--- config.mk ---
export PLATFORM = sky130hd
export DESIGN_NAME = drive_io_status_variables
export DESIGN_NICKNAME = d
export VERILOG_FILES = /design/src/core/drive_io_pkg.sv /design/src/core/drive_io_status_variables.sv
export SDC_FILE = /design/constraint.sdc
export NUM_CORES = 1
export LEC_CHECK = 0
export ABC_AREA = 1
export BUFFER_PORTS_ARGS = -buffer_cell sky130_fd_sc_hd__buf_2
export CAP_MARGIN = 25
export CORE_ASPECT_RATIO = 1.75
export CORE_MARGIN = 2
export CORE_UTILIZATION = 35
export CTS_CLUSTER_DIAMETER = 40
export DETAILED_ROUTE_END_ITERATION = 10
export GPL_TIMING_DRIVEN = 0
export PLACE_DENSITY = 0.62
export SLEW_MARGIN = 0
export SYNTH_ARGS = -nofsm -noshare
export SYNTH_HDL_FRONTEND = slang
export SYNTH_SLANG_ARGS = --single-unit
--- constraint.sdc ---
create_clock -name core_clk -period 1.9 [get_ports core_clk]
set_input_delay 0.19 -clock core_clk [delete_from_list [all_inputs] [get_ports core_clk]]
set_output_delay 0.19 -clock core_clk [all_outputs]
set_load 0.02 [all_outputs]
--- src/core/drive_io_pkg.sv ---
// Constants shared by the drive input/output status register bank.
package drive_io_pkg;
	// ==========================================================
	// Bus geometry.
	localparam int ADDR_W = 12;
	localparam int DATA_W = 32;
	localparam logic [1:0] RESP_OKAY = 2'h0;
	localparam logic [1:0] RESP_SLVERR = 2'h2;
	// ==========================================================
	// Variable indices; byte address is four times the index.
	localparam logic [ADDR_W-1:0] IDX_WARN = 12'h045;
	localparam logic [ADDR_W-1:0] IDX_ANALOG = 12'h046;
	localparam logic [ADDR_W-1:0] IDX_INPUTS = 12'h047;
	localparam logic [ADDR_W-1:0] IDX_OUTPUTS = 12'h048;
	localparam logic [ADDR_W-1:0] ADDR_WARN = IDX_WARN << 2;
	localparam logic [ADDR_W-1:0] ADDR_ANALOG = IDX_ANALOG << 2;
	localparam logic [ADDR_W-1:0] ADDR_INPUTS = IDX_INPUTS << 2;
	localparam logic [ADDR_W-1:0] ADDR_OUTPUTS = IDX_OUTPUTS << 2;
	localparam logic [ADDR_W-1:0] ADDR_CONFIG = 12'h200;
	localparam logic [ADDR_W-1:0] ADDR_ISTAT = 12'h204;
	localparam logic [ADDR_W-1:0] ADDR_IMASK = 12'h208;
	localparam logic [ADDR_W-1:0] ADDR_CLAIM = 12'h20C;
	// ==========================================================
	// Field widths and positions.
	localparam int WARN_W = 6;
	localparam int IN_W = 8;
	localparam int OUT_W = 5;
	localparam int ADC_W = 16;
	localparam int NARROW_W = 14;
	localparam int CFG_IN_LSB = 0;
	localparam int CFG_APP_LSB = 8;
	localparam int CFG_INT_LSB = 16;
	localparam int CFG_VAR_LSB = 24;
	localparam int VAR_W = 2;
	localparam logic [DATA_W-1:0] CFG_WMASK = 32'h031F1FFF;
	localparam logic [DATA_W-1:0] CFG_RESET = 32'h00000000;
	localparam logic [DATA_W-1:0] IMASK_RESET = 32'h00000000;
	// ==========================================================
	// Drive variants and the outputs each one has.
	localparam logic [VAR_W-1:0] VAR_FULL = 2'h0;
	localparam logic [VAR_W-1:0] VAR_FOUR = 2'h1;
	localparam logic [VAR_W-1:0] VAR_IFACE = 2'h2;
	localparam logic [OUT_W-1:0] OUTS_FULL = 5'h1F;
	localparam logic [OUT_W-1:0] OUTS_FOUR = 5'h0F;
	localparam logic [OUT_W-1:0] OUTS_IFACE = 5'h03;
endpackage

--- src/core/drive_io_status_variables.sv ---
// Register bank for drive warnings, analog input and digital I/O.
//
// Implementation choices: the AXI4-Lite interface to the registers and the register addresses.
`timescale 1ns/10ps
`default_nettype none
// Functional notes
// - Warning bits 0-3: heatsink, ambient, motor, calculated.
// - Warning bits 4,5: plus and minus overtravel.
// - Warnings word shows only active warnings.
// - Analog input signed, 8192 counts per ten volts.
// - Interface unit: 32768 counts per ten volts.
// - Inputs one to eight on bits 0-7.
// - Input bit one means input on.
// - Unassigned inputs always read zero.
// - Outputs read back on bits 0-4.
// - Written one turns output on, zero off.
// - Writes skip outputs not assigned to controller.
// - Controller value beats internal drive states.
// - Claimed outputs ignore writes; others still follow.
// - Full drive: output bits 5-31 undefined.
// - Four-output variant uses bits 0-3 only.
// - Interface unit has two outputs, bits 0-1.
module drive_io_status_variables #(
	parameter int NUM_IN = drive_io_pkg::IN_W,
	parameter int NUM_OUT = drive_io_pkg::OUT_W
) (
	input wire logic core_clk,
	input wire logic rst_b,
	input wire logic clkEn,
	input wire logic [drive_io_pkg::ADDR_W-1:0] awaddr,
	input wire logic awvalid,
	output logic awready,
	input wire logic [drive_io_pkg::DATA_W-1:0] wdata,
	input wire logic [3:0] wstrb,
	input wire logic wvalid,
	output logic wready,
	output logic [1:0] bresp,
	output logic bvalid,
	input wire logic bready,
	input wire logic [drive_io_pkg::ADDR_W-1:0] araddr,
	input wire logic arvalid,
	output logic arready,
	output logic [drive_io_pkg::DATA_W-1:0] rdata,
	output logic [1:0] rresp,
	output logic rvalid,
	input wire logic rready,
	input wire logic [drive_io_pkg::WARN_W-1:0] warnPins,
	input wire logic [drive_io_pkg::IN_W-1:0] inputPins,
	input wire logic [drive_io_pkg::ADC_W-1:0] analogSample,
	input wire logic [drive_io_pkg::OUT_W-1:0] internalOutReq,
	input wire logic funcEnable,
	input wire logic funcDisable,
	input wire logic [drive_io_pkg::OUT_W-1:0] funcTarget,
	input wire logic [drive_io_pkg::OUT_W-1:0] funcLevel,
	output logic [drive_io_pkg::OUT_W-1:0] driveOut,
	output logic irq
);
	import drive_io_pkg::*;

	// ==========================================================
	// Elaboration checks.
	if (NUM_IN != IN_W)
	begin : gBadIn
		$error("Input count must match the inputs field");
	end
	if (NUM_OUT != OUT_W)
	begin : gBadOut
		$error("Output count must match the outputs field");
	end
	if (CFG_IN_LSB + IN_W > CFG_APP_LSB)
	begin : gBadInField
		$error("Input assignment field overlaps the next field");
	end
	if (CFG_APP_LSB + OUT_W > CFG_INT_LSB)
	begin : gBadAppField
		$error("Controller assignment field overlaps the next field");
	end
	if (CFG_INT_LSB + OUT_W > CFG_VAR_LSB)
	begin : gBadIntField
		$error("Internal assignment field overlaps the variant field");
	end
	if (CFG_VAR_LSB + VAR_W > DATA_W || NARROW_W > ADC_W)
	begin : gBadLayout
		$error("Variant or analog field does not fit its word");
	end

	// ==========================================================
	// Pin synchronisers.
	// Only the second stage and the warning third stage feed logic; the first may be metastable.
	logic [WARN_W-1:0] warnMeta_r;
	logic [WARN_W-1:0] warnSync_r;
	logic [WARN_W-1:0] warnPrev_r;
	logic [IN_W-1:0] inMeta_r;
	logic [IN_W-1:0] inSync_r;

	always_ff @(posedge core_clk or negedge rst_b)
	begin
		if (!rst_b)
		begin
			warnMeta_r <= '0;
			warnSync_r <= '0;
			warnPrev_r <= '0;
			inMeta_r <= '0;
			inSync_r <= '0;
		end
		else if (clkEn)
		begin
			warnMeta_r <= warnPins;
			warnSync_r <= warnMeta_r;
			warnPrev_r <= warnSync_r;
			inMeta_r <= inputPins;
			inSync_r <= inMeta_r;
		end
	end

	// ==========================================================
	// Configuration fields.
	logic [DATA_W-1:0] cfg_r;
	logic [IN_W-1:0] inAssign;
	logic [OUT_W-1:0] appAssign;
	logic [OUT_W-1:0] intAssign;
	logic [VAR_W-1:0] variant;
	logic [OUT_W-1:0] validOuts;
	logic ifaceUnit;

	assign inAssign = cfg_r[CFG_IN_LSB +: IN_W];
	assign appAssign = cfg_r[CFG_APP_LSB +: OUT_W];
	assign intAssign = cfg_r[CFG_INT_LSB +: OUT_W];
	assign variant = cfg_r[CFG_VAR_LSB +: VAR_W];
	assign ifaceUnit = (variant == VAR_IFACE);
	assign validOuts = (variant == VAR_FOUR) ? OUTS_FOUR :
		ifaceUnit ? OUTS_IFACE : OUTS_FULL;

	// ==========================================================
	// Status views.
	logic [DATA_W-1:0] warnWord;
	logic [DATA_W-1:0] inWord;
	logic [NARROW_W-1:0] narrow;
	logic [DATA_W-1:0] analog_r;
	logic [DATA_W-1:0] analog_nxt;

	// Pins carry the warning order directly; idle pins read zero.
	assign warnWord = {{(DATA_W-WARN_W){1'b0}}, warnSync_r};
	assign inWord = {{(DATA_W-IN_W){1'b0}}, inSync_r & inAssign};
	// The ADC is 16 bits; normal drives keep its top 14 bits.
	assign narrow = analogSample[ADC_W-1 -: NARROW_W];
	assign analog_nxt = ifaceUnit ?
		{{(DATA_W-ADC_W){analogSample[ADC_W-1]}}, analogSample} :
		{{(DATA_W-NARROW_W){narrow[NARROW_W-1]}}, narrow};

	// ==========================================================
	// Bus write channel.
	logic awHave_r;
	logic wHave_r;
	logic [ADDR_W-1:0] wrAddr_r;
	logic [DATA_W-1:0] wrData_r;
	logic [3:0] wrStrb_r;
	logic [DATA_W-1:0] strbMask;
	logic wrDo;
	logic wrOut;
	logic wrCfg;
	logic wrMask;
	logic wrMapped;

	assign strbMask = {{8{wrStrb_r[3]}}, {8{wrStrb_r[2]}},
		{8{wrStrb_r[1]}}, {8{wrStrb_r[0]}}};
	assign wrDo = awHave_r && wHave_r && !bvalid;
	assign wrOut = wrDo && (wrAddr_r == ADDR_OUTPUTS);
	assign wrCfg = wrDo && (wrAddr_r == ADDR_CONFIG);
	assign wrMask = wrDo && (wrAddr_r == ADDR_IMASK);
	assign wrMapped = (wrAddr_r == ADDR_WARN) ||
		(wrAddr_r == ADDR_ANALOG) || (wrAddr_r == ADDR_INPUTS) ||
		(wrAddr_r == ADDR_OUTPUTS) || (wrAddr_r == ADDR_CONFIG) ||
		(wrAddr_r == ADDR_ISTAT) || (wrAddr_r == ADDR_IMASK) ||
		(wrAddr_r == ADDR_CLAIM);

	// Ready stays low from the take until one edge after the response,
	// so a second write cannot land before the first is answered.

	always_ff @(posedge core_clk or negedge rst_b)
	begin
		if (!rst_b)
		begin
			awHave_r <= 1'b0;
			wHave_r <= 1'b0;
			awready <= 1'b0;
			wready <= 1'b0;
			wrAddr_r <= '0;
			wrData_r <= '0;
			wrStrb_r <= '0;
			bvalid <= 1'b0;
			bresp <= RESP_OKAY;
		end
		else if (clkEn)
		begin
			awready <= !awHave_r && !(awvalid && awready);
			wready <= !wHave_r && !(wvalid && wready);
			if (awvalid && awready)
			begin
				awHave_r <= 1'b1;
				wrAddr_r <= awaddr;
			end
			if (wvalid && wready)
			begin
				wHave_r <= 1'b1;
				wrData_r <= wdata;
				wrStrb_r <= wstrb;
			end
			if (wrDo)
			begin
				bvalid <= 1'b1;
				bresp <= wrMapped ? RESP_OKAY : RESP_SLVERR;
			end
			else if (bvalid && bready)
			begin
				bvalid <= 1'b0;
				awHave_r <= 1'b0;
				wHave_r <= 1'b0;
			end
		end
	end

	// ==========================================================
	// Bus read channel.
	logic arTake;
	logic rdClr;
	logic [DATA_W-1:0] rdMux;
	logic [1:0] rdResp;
	logic [OUT_W-1:0] claim_r;
	logic [WARN_W-1:0] istat_r;
	logic [WARN_W-1:0] imask_r;

	assign arTake = arvalid && arready;
	// The clear lands at the take edge, after the mux has captured the
	// bits, so the read still returns every warning that it clears.
	assign rdClr = arTake && (araddr == ADDR_ISTAT);

	always_comb
	begin
		rdMux = '0;
		rdResp = RESP_OKAY;
		if (araddr == ADDR_WARN)
			rdMux = warnWord;
		else if (araddr == ADDR_ANALOG)
			rdMux = analog_r;
		else if (araddr == ADDR_INPUTS)
			rdMux = inWord;
		else if (araddr == ADDR_OUTPUTS)
			rdMux = {{(DATA_W-OUT_W){1'b0}}, driveOut};
		else if (araddr == ADDR_CONFIG)
			rdMux = cfg_r;
		else if (araddr == ADDR_ISTAT)
			rdMux = {{(DATA_W-WARN_W){1'b0}}, istat_r};
		else if (araddr == ADDR_IMASK)
			rdMux = {{(DATA_W-WARN_W){1'b0}}, imask_r};
		else if (araddr == ADDR_CLAIM)
			rdMux = {{(DATA_W-OUT_W){1'b0}}, claim_r};
		else
			rdResp = RESP_SLVERR;
	end

	always_ff @(posedge core_clk or negedge rst_b)
	begin
		if (!rst_b)
		begin
			arready <= 1'b0;
			rvalid <= 1'b0;
			rdata <= '0;
			rresp <= RESP_OKAY;
		end
		else if (clkEn)
		begin
			if (arTake)
			begin
				arready <= 1'b0;
				rvalid <= 1'b1;
				rdata <= rdMux;
				rresp <= rdResp;
			end
			else if (rvalid && rready)
			begin
				rvalid <= 1'b0;
				arready <= 1'b1;
			end
			else if (!rvalid)
				arready <= 1'b1;
		end
	end

	// ==========================================================
	// Output ownership and pin drive.
	logic relArm_r;
	logic [OUT_W-1:0] claim_nxt;
	logic relArm_nxt;
	logic [OUT_W-1:0] appOut_r;
	logic [OUT_W-1:0] appWrEn;
	logic [OUT_W-1:0] appOut_nxt;
	logic [OUT_W-1:0] driveOut_nxt;

	// Running the function claims its target outputs. Holding the
	// disable with enable arms release; dropping enable then frees
	// them. Dropping enable without the disable keeps the claim.
	assign relArm_nxt = (funcEnable && funcDisable) ? 1'b1 :
		(!funcEnable) ? 1'b0 : relArm_r;
	assign claim_nxt = (funcEnable && !funcDisable) ?
		(claim_r | funcTarget) :
		(relArm_r && !funcEnable) ? '0 : claim_r;

	assign appWrEn = appAssign & ~claim_r & validOuts;
	assign appOut_nxt = wrOut ?
		((appOut_r & ~(appWrEn & strbMask[OUT_W-1:0])) |
		(wrData_r[OUT_W-1:0] & appWrEn & strbMask[OUT_W-1:0])) :
		appOut_r;

	// A pin assigned to nothing rests low.
	assign driveOut_nxt = validOuts & ((claim_r & funcLevel) |
		(~claim_r & appAssign & appOut_r) |
		(~claim_r & ~appAssign & intAssign & internalOutReq));

	always_ff @(posedge core_clk or negedge rst_b)
	begin
		if (!rst_b)
		begin
			claim_r <= '0;
			relArm_r <= 1'b0;
			appOut_r <= '0;
			driveOut <= '0;
			analog_r <= '0;
		end
		else if (clkEn)
		begin
			claim_r <= claim_nxt;
			relArm_r <= relArm_nxt;
			appOut_r <= appOut_nxt;
			driveOut <= driveOut_nxt;
			analog_r <= analog_nxt;
		end
	end

	// ==========================================================
	// Configuration and interrupts.
	logic [WARN_W-1:0] warnRise;
	logic [WARN_W-1:0] istat_nxt;
	logic [DATA_W-1:0] cfg_nxt;
	logic [DATA_W-1:0] imaskWide;

	assign warnRise = warnSync_r & ~warnPrev_r;
	// A warning rising in the clearing read's cycle stays set.
	assign istat_nxt = (istat_r & ~{WARN_W{rdClr}}) | warnRise;
	assign cfg_nxt = (cfg_r & ~(strbMask & CFG_WMASK)) |
		(wrData_r & strbMask & CFG_WMASK);
	assign imaskWide = ({{(DATA_W-WARN_W){1'b0}}, imask_r} &
		~strbMask) | (wrData_r & strbMask);

	always_ff @(posedge core_clk or negedge rst_b)
	begin
		if (!rst_b)
		begin
			cfg_r <= CFG_RESET;
			imask_r <= IMASK_RESET[WARN_W-1:0];
			istat_r <= '0;
			irq <= 1'b0;
		end
		else if (clkEn)
		begin
			if (wrCfg)
				cfg_r <= cfg_nxt;
			if (wrMask)
				imask_r <= imaskWide[WARN_W-1:0];
			istat_r <= istat_nxt;
			irq <= |(istat_r & imask_r);
		end
	end
endmodule // drive_io_status_variables
`default_nettype wire

==> results.ini, run 1 <==
[clock_network]
cts_setup_buffers = 0
clkLatencyLatePin_ps = 430
root_buffer = clkbuf_16
clk_path_buf_depth = 2
cts_buffers = 17
cts.sinks = 167
htreeDepth = 4
cts_tree = done
clk_pin_slew_ps = 60

[synth]
synth_fa_ha_area_share_pct = 0.161
synth-compound-area-share_pct = 13.0
synth-edff-count = 0
yosysSeqAreaShare_pct = 53.7
postSynthAreaPerCell_um2 = 8.80
synthCells = 884
synth_cell_types = 47
async_flop_share_pct = 100
synth_ff_type = dfrtp_1
yosys.area_share.simple_pct = 24.0
netlist_area_mm2 = 0.00778
synth_seq_cells = 167
synthMuxAreaShare_pct = 1.30
synth_top_family_by_area = simple AND/OR/NAND/NOR gates
synth_xor_area_share_pct = 0
ys.warnings.count = 0

[layout]
post-route-util_pct = 44.3
final_cell_mix = nand2_1 (236), dfrtp_1 (167), buf_2 (156)
multi_input_area_mm2 = 0.00300
ff_latch_area_mm2 = 0.00418
layout_commonest_cell = nand2_1
num-fill-cells = 2272
fin_nets = 1191
area_delta_synth_final_pct = 25.1
diodes = 0
drive_gt1_share_pct = 25.9

[timing]
period_share_pct = 89.7
rsz0062_at_grt = false
hold_viol_final = 0
min_period_ps = 1700
setup_tns_ps = 0
worst_slew_pin_slew_ps = 764
clock.fmax_mhz = 587
finalSetupViolCount = 0
fin_skew_ps = 12.1
maxSlewViolCount = 0
slew_headroom_pct = 49.1

[floorplanning]
design.die.area_mm2 = 0.0235
ios = 162
start_util_pct = 35.4
core.rowCount = 72
die_w_um = 117
fp.coreArea_mm2 = 0.0220
die_h_um = 201

[critical_path]
ff2ff_path_depth = 6
cp_max_fo = 10
cp_data_required_time_ps = 2190
path_class = flip-flop to flip-flop
ff2ff_setup_slack_ps = 200
critPathCaptureType = flip-flop
startpoint_type = flip-flop
r2r_end = analog_r[10]
crit_arrival_ps = 1990

[placement]
place_hpwl_um = 17600
globalplace.congestion = 0.924
port_buffers = 146

[route]
vias = 6593
drtAntennaViolNets = 0
avgViaCountPerCell = 4.76
drt_iter0_drc = 403
wire_per_inst_um = 16.6
first_pass_iters = 5
wl_um = 23000
drc_errors = 0

[global_routing]
antenna_found_initial = 0
grt_use_met3_pct = 3.07
grtUsageMet1_pct = 23.6
use_met2_pct = 36.7
gr-max-usage-layer = met2
grt_max_degree = 121
track_usage_pct = 20.4
grt-ovfl-total = 0
grt_pass1_vias = 6720
grt_first_pass_wirelength_um = 36000

[min_path]
min_path_cells = 3
hold_start = awaddr[1]
min_to = wrAddr_r[1]
hold_class = input pin to flip-flop

[power_and_ir_drop]
p_comb_share_pct = 17.3
leakagePower_nw = 5.06
power.switching_mw = 2.85
powerDensity_mw_per_mm2 = 970
intPower_mw = 6.59
p_sw_share_pct = 30.2
clockPowerShare_pct = 35.4
worst_ir_drop_vdd_mv = 0.431
seqPwrFrac_pct = 47.3

[outcome]
status = finished clean

[job]
maxCapViolCount = 0

routing by layer:
metal,wire [um],up-vias
met5,0,-
met4,782,0
met3,818,36
met2,12300,167
met1,9100,3165
li1,-,3225
through the flow:
step	cell area, um^2	setup WS (ps)	total power [mW]	hold WS, ps	instances
finish	9730	195	9.44	11.8	1384
detailed placement	8920	-17.4	6.15	120	1328
CTS	9730	0.0653	9.53	0.344	1384
global route	9730	13.9	9.93	7.67	1384
floorplan	7780	449	5.46	-106	885
global placement	8880	-1970	6.07	395	1327
Yosys cell counts, drive strengths merged, types with 2 or more instances:
master	n	share of area, %
a21oi	51	3.3
mux2	9	1.3
o221ai	11	1.2
nand3	47	3.4
a22oi	7	0.68
a221oi	2	0.23
dfrtp	167	54
nor2	86	5.8
inv	104	5.1
buf	28	2.2
nor3	6	0.45
clkbuf	10	0.48
o22ai	6	0.48
o2111ai	3	0.34
o211ai	5	0.68
a31oi	2	0.16
o21a	3	0.29
nand2	255	14
nand4	5	0.40
o21ai	68	5.0
logic make-up after synthesis:
group,after synthesis
AND/OR/NAND/NOR,401
flip-flops,167
AO/OA/AOI/OAI,163
buffers and inverters,142
multiplexers,9
adder cells (fa/ha/maj),1
other,1
what timing repair did:
item | 4_1_cts | 5_1_grt
endpoints found under the setup margin | 0 | 10
resized for setup | 0 | 2
endpoints found under the hold margin | 70 | 0
hold buffers | 24 | 0
power groups by stage:
stage	sequential (mW)	clock, mW	combinational [mW]
6_report	4.47	3.34	1.63
5_1_grt	4.54	3.54	1.85
4_1_cts	4.47	3.40	1.66
3_5_place_dp	4.53	0	1.62
3_3_place_gp	4.51	0	1.56
2_1_floorplan	4.52	0	0.943
layout make-up:
type | count | area share (%)
well taps | 296 | 3.81
plain buffers | 38 | 2.16
multi-input cells | 576 | 30.8
repair buffers | 171 | 10.4
clock buffers | 20 | 4.59
inverters | 104 | 4.11
clock inverters | 12 | 1.25
flip-flops and latches | 167 | 42.9
critical path, cell delays in order, from the launching register on:
cell and delay, ps:
dfrtp_1 390, inv_1 110, ha_1 350, nor2_1 110, inv_1 170, clkbuf_2 280
o221ai_1 150
worst max-delay path by stage:
stage,to,from,cells past startpoint,slack [ps]
detailed placement,driveOut[4],clkEn,5,-20
finish,analog_r[10],flip-flop,6,200
CTS,analog_r[6],flip-flop,6,0.07
global placement,rdata[30],rst_b,1,-1970
global route,appOut_r[4],wrAddr_r[7],9,10
floorplan,flip-flop,bvalid,7,450
Note: power is estimated with default switching activity, not from simulation.
==> run 2: changes to the inputs <==
--- a/config.mk
+++ b/config.mk
@@ -6,6 +6,7 @@
 export NUM_CORES = 1
 export LEC_CHECK = 0
 export ABC_AREA = 1
+export ABC_CLOCK_PERIOD_IN_PS = 1900
 export BUFFER_PORTS_ARGS = -buffer_cell sky130_fd_sc_hd__buf_2
 export CAP_MARGIN = 25
 export CORE_ASPECT_RATIO = 1.75
@@ -15,6 +16,7 @@
 export DETAILED_ROUTE_END_ITERATION = 10
 export GPL_TIMING_DRIVEN = 0
 export PLACE_DENSITY = 0.62
+export RECOVER_POWER = 50
 export SLEW_MARGIN = 0
 export SYNTH_ARGS = -nofsm -noshare
 export SYNTH_HDL_FRONTEND = slang
==> run 2 against run 1 <==
Via count hardly changed. Non-clock buffer count stayed put. Clock skew hardly changed. Core utilization is 0.24 points lower. Worst setup slack worse by 1.2 ps. Critical path type unchanged. Design area is 0.55% lower. First-iteration DRC count is 9.9% lower. Register-to-register slack hardly changed. Sequential power hardly changed.
==> results.ini, run 2 (synthesized netlist as in run 1, its figures left out) <==
[clock_network]
clkLatencyLatePin_ps = 430  ; about the same
cts_setup_buffers = 0  ; unchanged
cts_tree = done  ; unchanged
htreeDepth = 4  ; unchanged
cts.sinks = 167  ; unchanged
cts_buffers = 17  ; unchanged
root_buffer = clkbuf_16  ; unchanged
clk_path_buf_depth = 2  ; unchanged
clk_pin_slew_ps = 60  ; about the same

[timing]
finalSetupViolCount = 0  ; unchanged
hold_viol_final = 0  ; unchanged
min_period_ps = 1710  ; was 1700 ps
worst_slew_pin_slew_ps = 756  ; was 764 ps
fin_skew_ps = 11.6  ; was 12.1 ps
period_share_pct = 89.8  ; was 89.7%
maxSlewViolCount = 0  ; unchanged
slew_headroom_pct = 49.6  ; was 49.1%
rsz0062_at_grt = false  ; unchanged
clock.fmax_mhz = 586  ; was 587 MHz

[critical_path]
crit_arrival_ps = 1990  ; about the same
cp_max_fo = 10  ; unchanged
startpoint_type = flip-flop  ; unchanged
ff2ff_setup_slack_ps = 190  ; was 200 ps
critPathCaptureType = flip-flop  ; unchanged
path_class = flip-flop to flip-flop  ; unchanged
cp_data_required_time_ps = 2190  ; about the same

[power_and_ir_drop]
p_total_mw = 9.42  ; was 9.44 mW
leakagePower_nw = 4.92  ; was 5.06 nW
worst_ir_drop_vdd_mv = 0.433  ; was 0.431 mV
powerDensity_mw_per_mm2 = 974  ; was 970 mW/mm^2

[placement]
port_buffers = 146  ; unchanged
globalplace.congestion = 0.924  ; unchanged
place_area_mm2 = 0.00892  ; unchanged
place_hpwl_um = 17600  ; unchanged

[floorplanning]
die_h_um = 201  ; unchanged
die_w_um = 117  ; unchanged
design.die.area_mm2 = 0.0235  ; unchanged
start_util_pct = 35.4  ; unchanged
fp.coreArea_mm2 = 0.0220  ; unchanged
ios = 162  ; unchanged
core.rowCount = 72  ; unchanged

[route]
vias = 6592  ; was 6593
drtAntennaViolNets = 0  ; unchanged
drc_errors = 0  ; unchanged
drt_iter0_drc = 363  ; was 403
wl_um = 23100  ; was 23000 um
wire_per_inst_um = 16.7  ; was 16.6 um
avgViaCountPerCell = 4.76  ; about the same
first_pass_iters = 6  ; was 5

[layout]
diodes = 0  ; unchanged
layout_commonest_cell = nand2_1  ; unchanged
final_cell_mix = nand2_1 (236), dfrtp_1 (167), buf_2 (117)  ; was nand2_1 (236), dfrtp_1 (167), buf_2 (156)
fin_nets = 1191  ; unchanged
post-route-util_pct = 44.0  ; was 44.3%
fin_area_mm2 = 0.00968  ; was 0.00973 mm^2
area_delta_synth_final_pct = 24.4  ; was 25.1%
drive_gt1_share_pct = 22.2  ; was 25.9%

[global_routing]
track_usage_pct = 20.4  ; unchanged
grt_pass1_vias = 6720  ; unchanged
grt_first_pass_wirelength_um = 36000  ; unchanged
antenna_found_initial = 0  ; unchanged
grt-ovfl-total = 0  ; unchanged
grt_max_degree = 121  ; unchanged

[min_path]
hold_class = input pin to flip-flop  ; unchanged

[job]
maxCapViolCount = 0  ; unchanged

[outcome]
status = finished clean  ; unchanged

[run 2: per-stage QoR]
stage                     setup WS (ps)  TNS, ps  cells  hold slack [ps]
final                               194        0   1384             8.75
after global routing               13.9        0   1384             7.69
after CTS                        0.0653        0   1384            0.344
after detailed placement          -17.4    -17.4   1328              120
after global placement            -1970  -324970   1327              395
after floorplan                     449        0    885             -106
[run 2: final timing paths]
| kind | start | cells after the start | endpoint |
|---|---|---|---|
| setup reg to reg | flip-flop | 6 | analog_r[10] |
| hold reg to reg | flip-flop | 2 | flip-flop |
| min in group asynchronous | rst_b | 2 | wrAddr_r[10] |
| max in group asynchronous | rst_b | 3 | rdata[17] |
| setup / recovery | flip-flop | 6 | analog_r[10] |
| hold / removal | wdata[25] | 3 | wrData_r[25] |
[run 2: timing repair]
| item | 4_1_cts | 5_1_grt |
|---|---|---|
| resized for setup | 0 | 2 |
| hold buffers | 24 | 0 |
| endpoints found under the hold margin | 70 | 0 |
| setup endpoints to repair | 0 | 10 |
[run 2: cell type report]
class	instances	area, um^2
plain buffers	38	205
clock buffers	20	447
clock inverters	12	121
fillers	2283	12300
inverters	104	400
multi-input cells	576	2990
flip-flops and latches	167	4180
well taps	296	370
repair buffers	171	965
[run 2: per-layer routing]
| metal | routed length [um] | vias to the layer above | GRT usage [%] | part of all wire [%] |
|---|---|---|---|---|
| met5 | 0 | - | 0 | 0 |
| met3 | 863 | 38 | 3.07 | 3.7 |
| met4 | 783 | 0 | 8.03 | 3.4 |
| li1 | - | 3227 | - | - |
| met2 | 12400 | 174 | 36.7 | 54 |
| met1 | 9070 | 3153 | 23.6 | 39 |
[run 2: power by group]
part | total [mW] | switching [mW] | leakage [nW] | internal (mW)
logic | 1.61 | 1.05 | 2.58 | 0.559
clock network | 3.35 | 1.49 | 0.269 | 1.86
registers | 4.47 | 0.318 | 2.07 | 4.15
total | 9.42 | 2.86 | 4.92 | 6.56
[run 2: worst max-delay path, cell delays in order (launching register included)]
cell      delay (ps)
dfrtp_1          390
inv_1            110
ha_1             350
nor2_1           110
inv_1            170
clkbuf_2         280
o221ai_1         150
==> run 3: changes to the inputs <==
--- a/config.mk
+++ b/config.mk
@@ -11,11 +11,11 @@
 export CAP_MARGIN = 25
 export CORE_ASPECT_RATIO = 1.75
 export CORE_MARGIN = 2
-export CORE_UTILIZATION = 35
+export CORE_UTILIZATION = 55
 export CTS_CLUSTER_DIAMETER = 40
 export DETAILED_ROUTE_END_ITERATION = 10
 export GPL_TIMING_DRIVEN = 0
-export PLACE_DENSITY = 0.62
+export PLACE_DENSITY = 0.87
 export RECOVER_POWER = 50
 export SLEW_MARGIN = 0
 export SYNTH_ARGS = -nofsm -noshare
==> run 3 against run 2 <==
Die area is 35% lower. Global-route usage is 8.8 points higher. Worst hold slack worse by 3.3 ps. Routed wire length is 8.1% lower. Count of clock-buffer cells in the layout is 1 lower. Clock power is 3% higher. Power is 0.94% higher. Sequential cell count stayed put. Clock skew is 4.5 ps lower. Critical path depth is 3 higher. Critical path type unchanged. Critical endpoint is now appOut_r[4]. Largest cell class unchanged.
==> results.ini, run 3 (synthesized netlist as in run 1, its figures left out) <==
[outcome]
status = finished clean  ; unchanged

[global_routing]
grt_first_pass_wirelength_um = 33800  ; was 36000 um
grt-ovfl-total = 0  ; unchanged
grt_pass1_vias = 6729  ; was 6720
antenna_found_initial = 0  ; unchanged
grt_max_degree = 118  ; was 121
track_usage_pct = 29.1  ; was 20.4%

[clock_network]
cts_setup_buffers = 0  ; unchanged
clk_pin_slew_ps = 60  ; about the same
cts_tree = done  ; unchanged
cts.sinks = 167  ; unchanged
cts_buffers = 17  ; unchanged
clkLatencyLatePin_ps = 420  ; was 430 ps
root_buffer = clkbuf_16  ; unchanged
htreeDepth = 4  ; unchanged
clk_path_buf_depth = 2  ; unchanged

[timing]
min_period_ps = 1760  ; was 1710 ps
maxSlewViolCount = 0  ; unchanged
slew_headroom_pct = 30.8  ; was 49.6%
finalSetupViolCount = 0  ; unchanged
period_share_pct = 92.5  ; was 89.8%
hold_viol_final = 0  ; unchanged
setup_tns_ps = 0  ; unchanged
worst_slew_pin_slew_ps = 1040  ; was 756 ps
clock.fmax_mhz = 569  ; was 586 MHz
setup_ws_ps = 142  ; was 194 ps
fin_skew_ps = 7.11  ; was 11.6 ps
whs_ps = 5.44  ; was 8.75 ps
rsz0062_at_grt = false  ; unchanged

[critical_path]
cp_data_required_time_ps = 2210  ; was 2190 ps
startpoint_type = flip-flop  ; unchanged
critPathLaunch = wrAddr_r[0]
critPathCaptureType = flip-flop  ; unchanged
ff2ff_setup_slack_ps = 140  ; was 190 ps
path_class = flip-flop to flip-flop  ; unchanged
ff2ff_path_depth = 9  ; was 6
cp_max_fo = 4  ; was 10
reg2reg_from = wrAddr_r[0]
critical_path.endpoint = appOut_r[4]  ; was analog_r[10]
crit_arrival_ps = 2070  ; was 1990 ps
r2r_end = appOut_r[4]  ; was analog_r[10]

[floorplanning]
start_util_pct = 56.2  ; was 35.4%
die_w_um = 93.9  ; was 117 um
design.die.area_mm2 = 0.0152  ; was 0.0235 mm^2
fp.coreArea_mm2 = 0.0138  ; was 0.0220 mm^2
die_h_um = 161  ; was 201 um
core.rowCount = 57  ; was 72
ios = 162  ; unchanged

[placement]
place_hpwl_um = 15500  ; was 17600 um
port_buffers = 146  ; unchanged
globalplace.congestion = 0.925  ; was 0.924
place_inst = 1209  ; was 1328
place_area_mm2 = 0.00877  ; was 0.00892 mm^2
pre_cts_slack_ps = 62.1  ; was -17.4 ps

[route]
drc_errors = 0  ; unchanged
wire_per_inst_um = 16.8  ; was 16.7 um
vias = 6827  ; was 6592
avgViaCountPerCell = 5.42  ; was 4.76
wl_um = 21200  ; was 23100 um
first_pass_iters = 6  ; unchanged
drtAntennaViolNets = 0  ; unchanged
drt_iter0_drc = 600  ; was 363

[job]
maxCapViolCount = 0  ; unchanged

[layout]
fin_nets = 1187  ; was 1191
drive_gt1_share_pct = 22.4  ; was 22.2%
diodes = 0  ; unchanged
post-route-util_pct = 68.6  ; was 44.0%
fin_area_mm2 = 0.00949  ; was 0.00968 mm^2
area_delta_synth_final_pct = 22.0  ; was 24.4%
final_cell_mix = nand2_1 (236), dfrtp_1 (167), buf_2 (118)  ; was nand2_1 (236), dfrtp_1 (167), buf_2 (117)
layout_commonest_cell = nand2_1  ; unchanged
instances_no_fill = 1260  ; was 1384

[power_and_ir_drop]
worst_ir_drop_vdd_mv = 0.859  ; was 0.433 mV
p_total_mw = 9.51  ; was 9.42 mW
leakagePower_nw = 4.90  ; was 4.92 nW
powerDensity_mw_per_mm2 = 1000  ; was 974 mW/mm^2

[min_path]
hold_class = input pin to flip-flop  ; unchanged

## run 3: changes by cell type in the layout (fill, tap and decap cells not counted), sizes merged
| cell | before | now |
|---|---|---|
| clkbuf | 71 | 70 |
| inv | 106 | 109 |
| dlygate4sd3 | 24 | 20 |
| bufinv | 1 | 2 |
| clkinv | 6 | 2 |
## run 3: metal layers
layer | vias up | share of wire, % | track usage (%)
li1 | 3220 | - | -
met4 | 0 | 6.2 | 18.0
met1 | 3247 | 38 | 34.7
met3 | 78 | 5.3 | 4.57
met5 | - | 0 | 0
met2 | 282 | 51 | 48.8
## run 3: what timing repair did
action / in CTS / in global routing
hold buffers: 19 / 1
gates resized for setup: 0 / 2
hold endpoints to repair: 68 / 1
endpoints found under the setup margin: 0 / 10
## run 3: worst max-delay path, cell delays in order, from the launching register on
cell     delay [ps]
dfrtp_1         360
inv_1            70
nand2_1          90
nor2_1          170
nand2_1          90
nor2_2          110
nand2_1         180
nor3_1          330
nand2_1         120
o21a_1          130
## run 3: how the worst min path moves through the flow
stage,end,start,cells past startpoint
floorplan,asynchronous set/reset pin,rst_b,0
global placement,inMeta_r[5],inputPins[5],3
detailed placement,wrAddr_r[7],rst_b,1
CTS,wrStrb_r[1],wstrb[1],2
global route,wrStrb_r[2],wstrb[2],2
finish,inMeta_r[7],inputPins[7],3
## run 3: power by group
group | switching, mW | internal (mW)
Sequential | 0.332 | 4.15
Clock | 1.47 | 1.99
Combinational | 1.02 | 0.550
## run 3: cell type report
class / instances / area [um^2]
fillers: 1122 / 4340
flip-flops and latches: 167 / 4180
multi-input cells: 576 / 2990
repair buffers: 167 / 908
clock buffers: 19 / 443
inverters: 104 / 400
well taps: 177 / 221
plain buffers: 38 / 206
clock inverters: 12 / 143
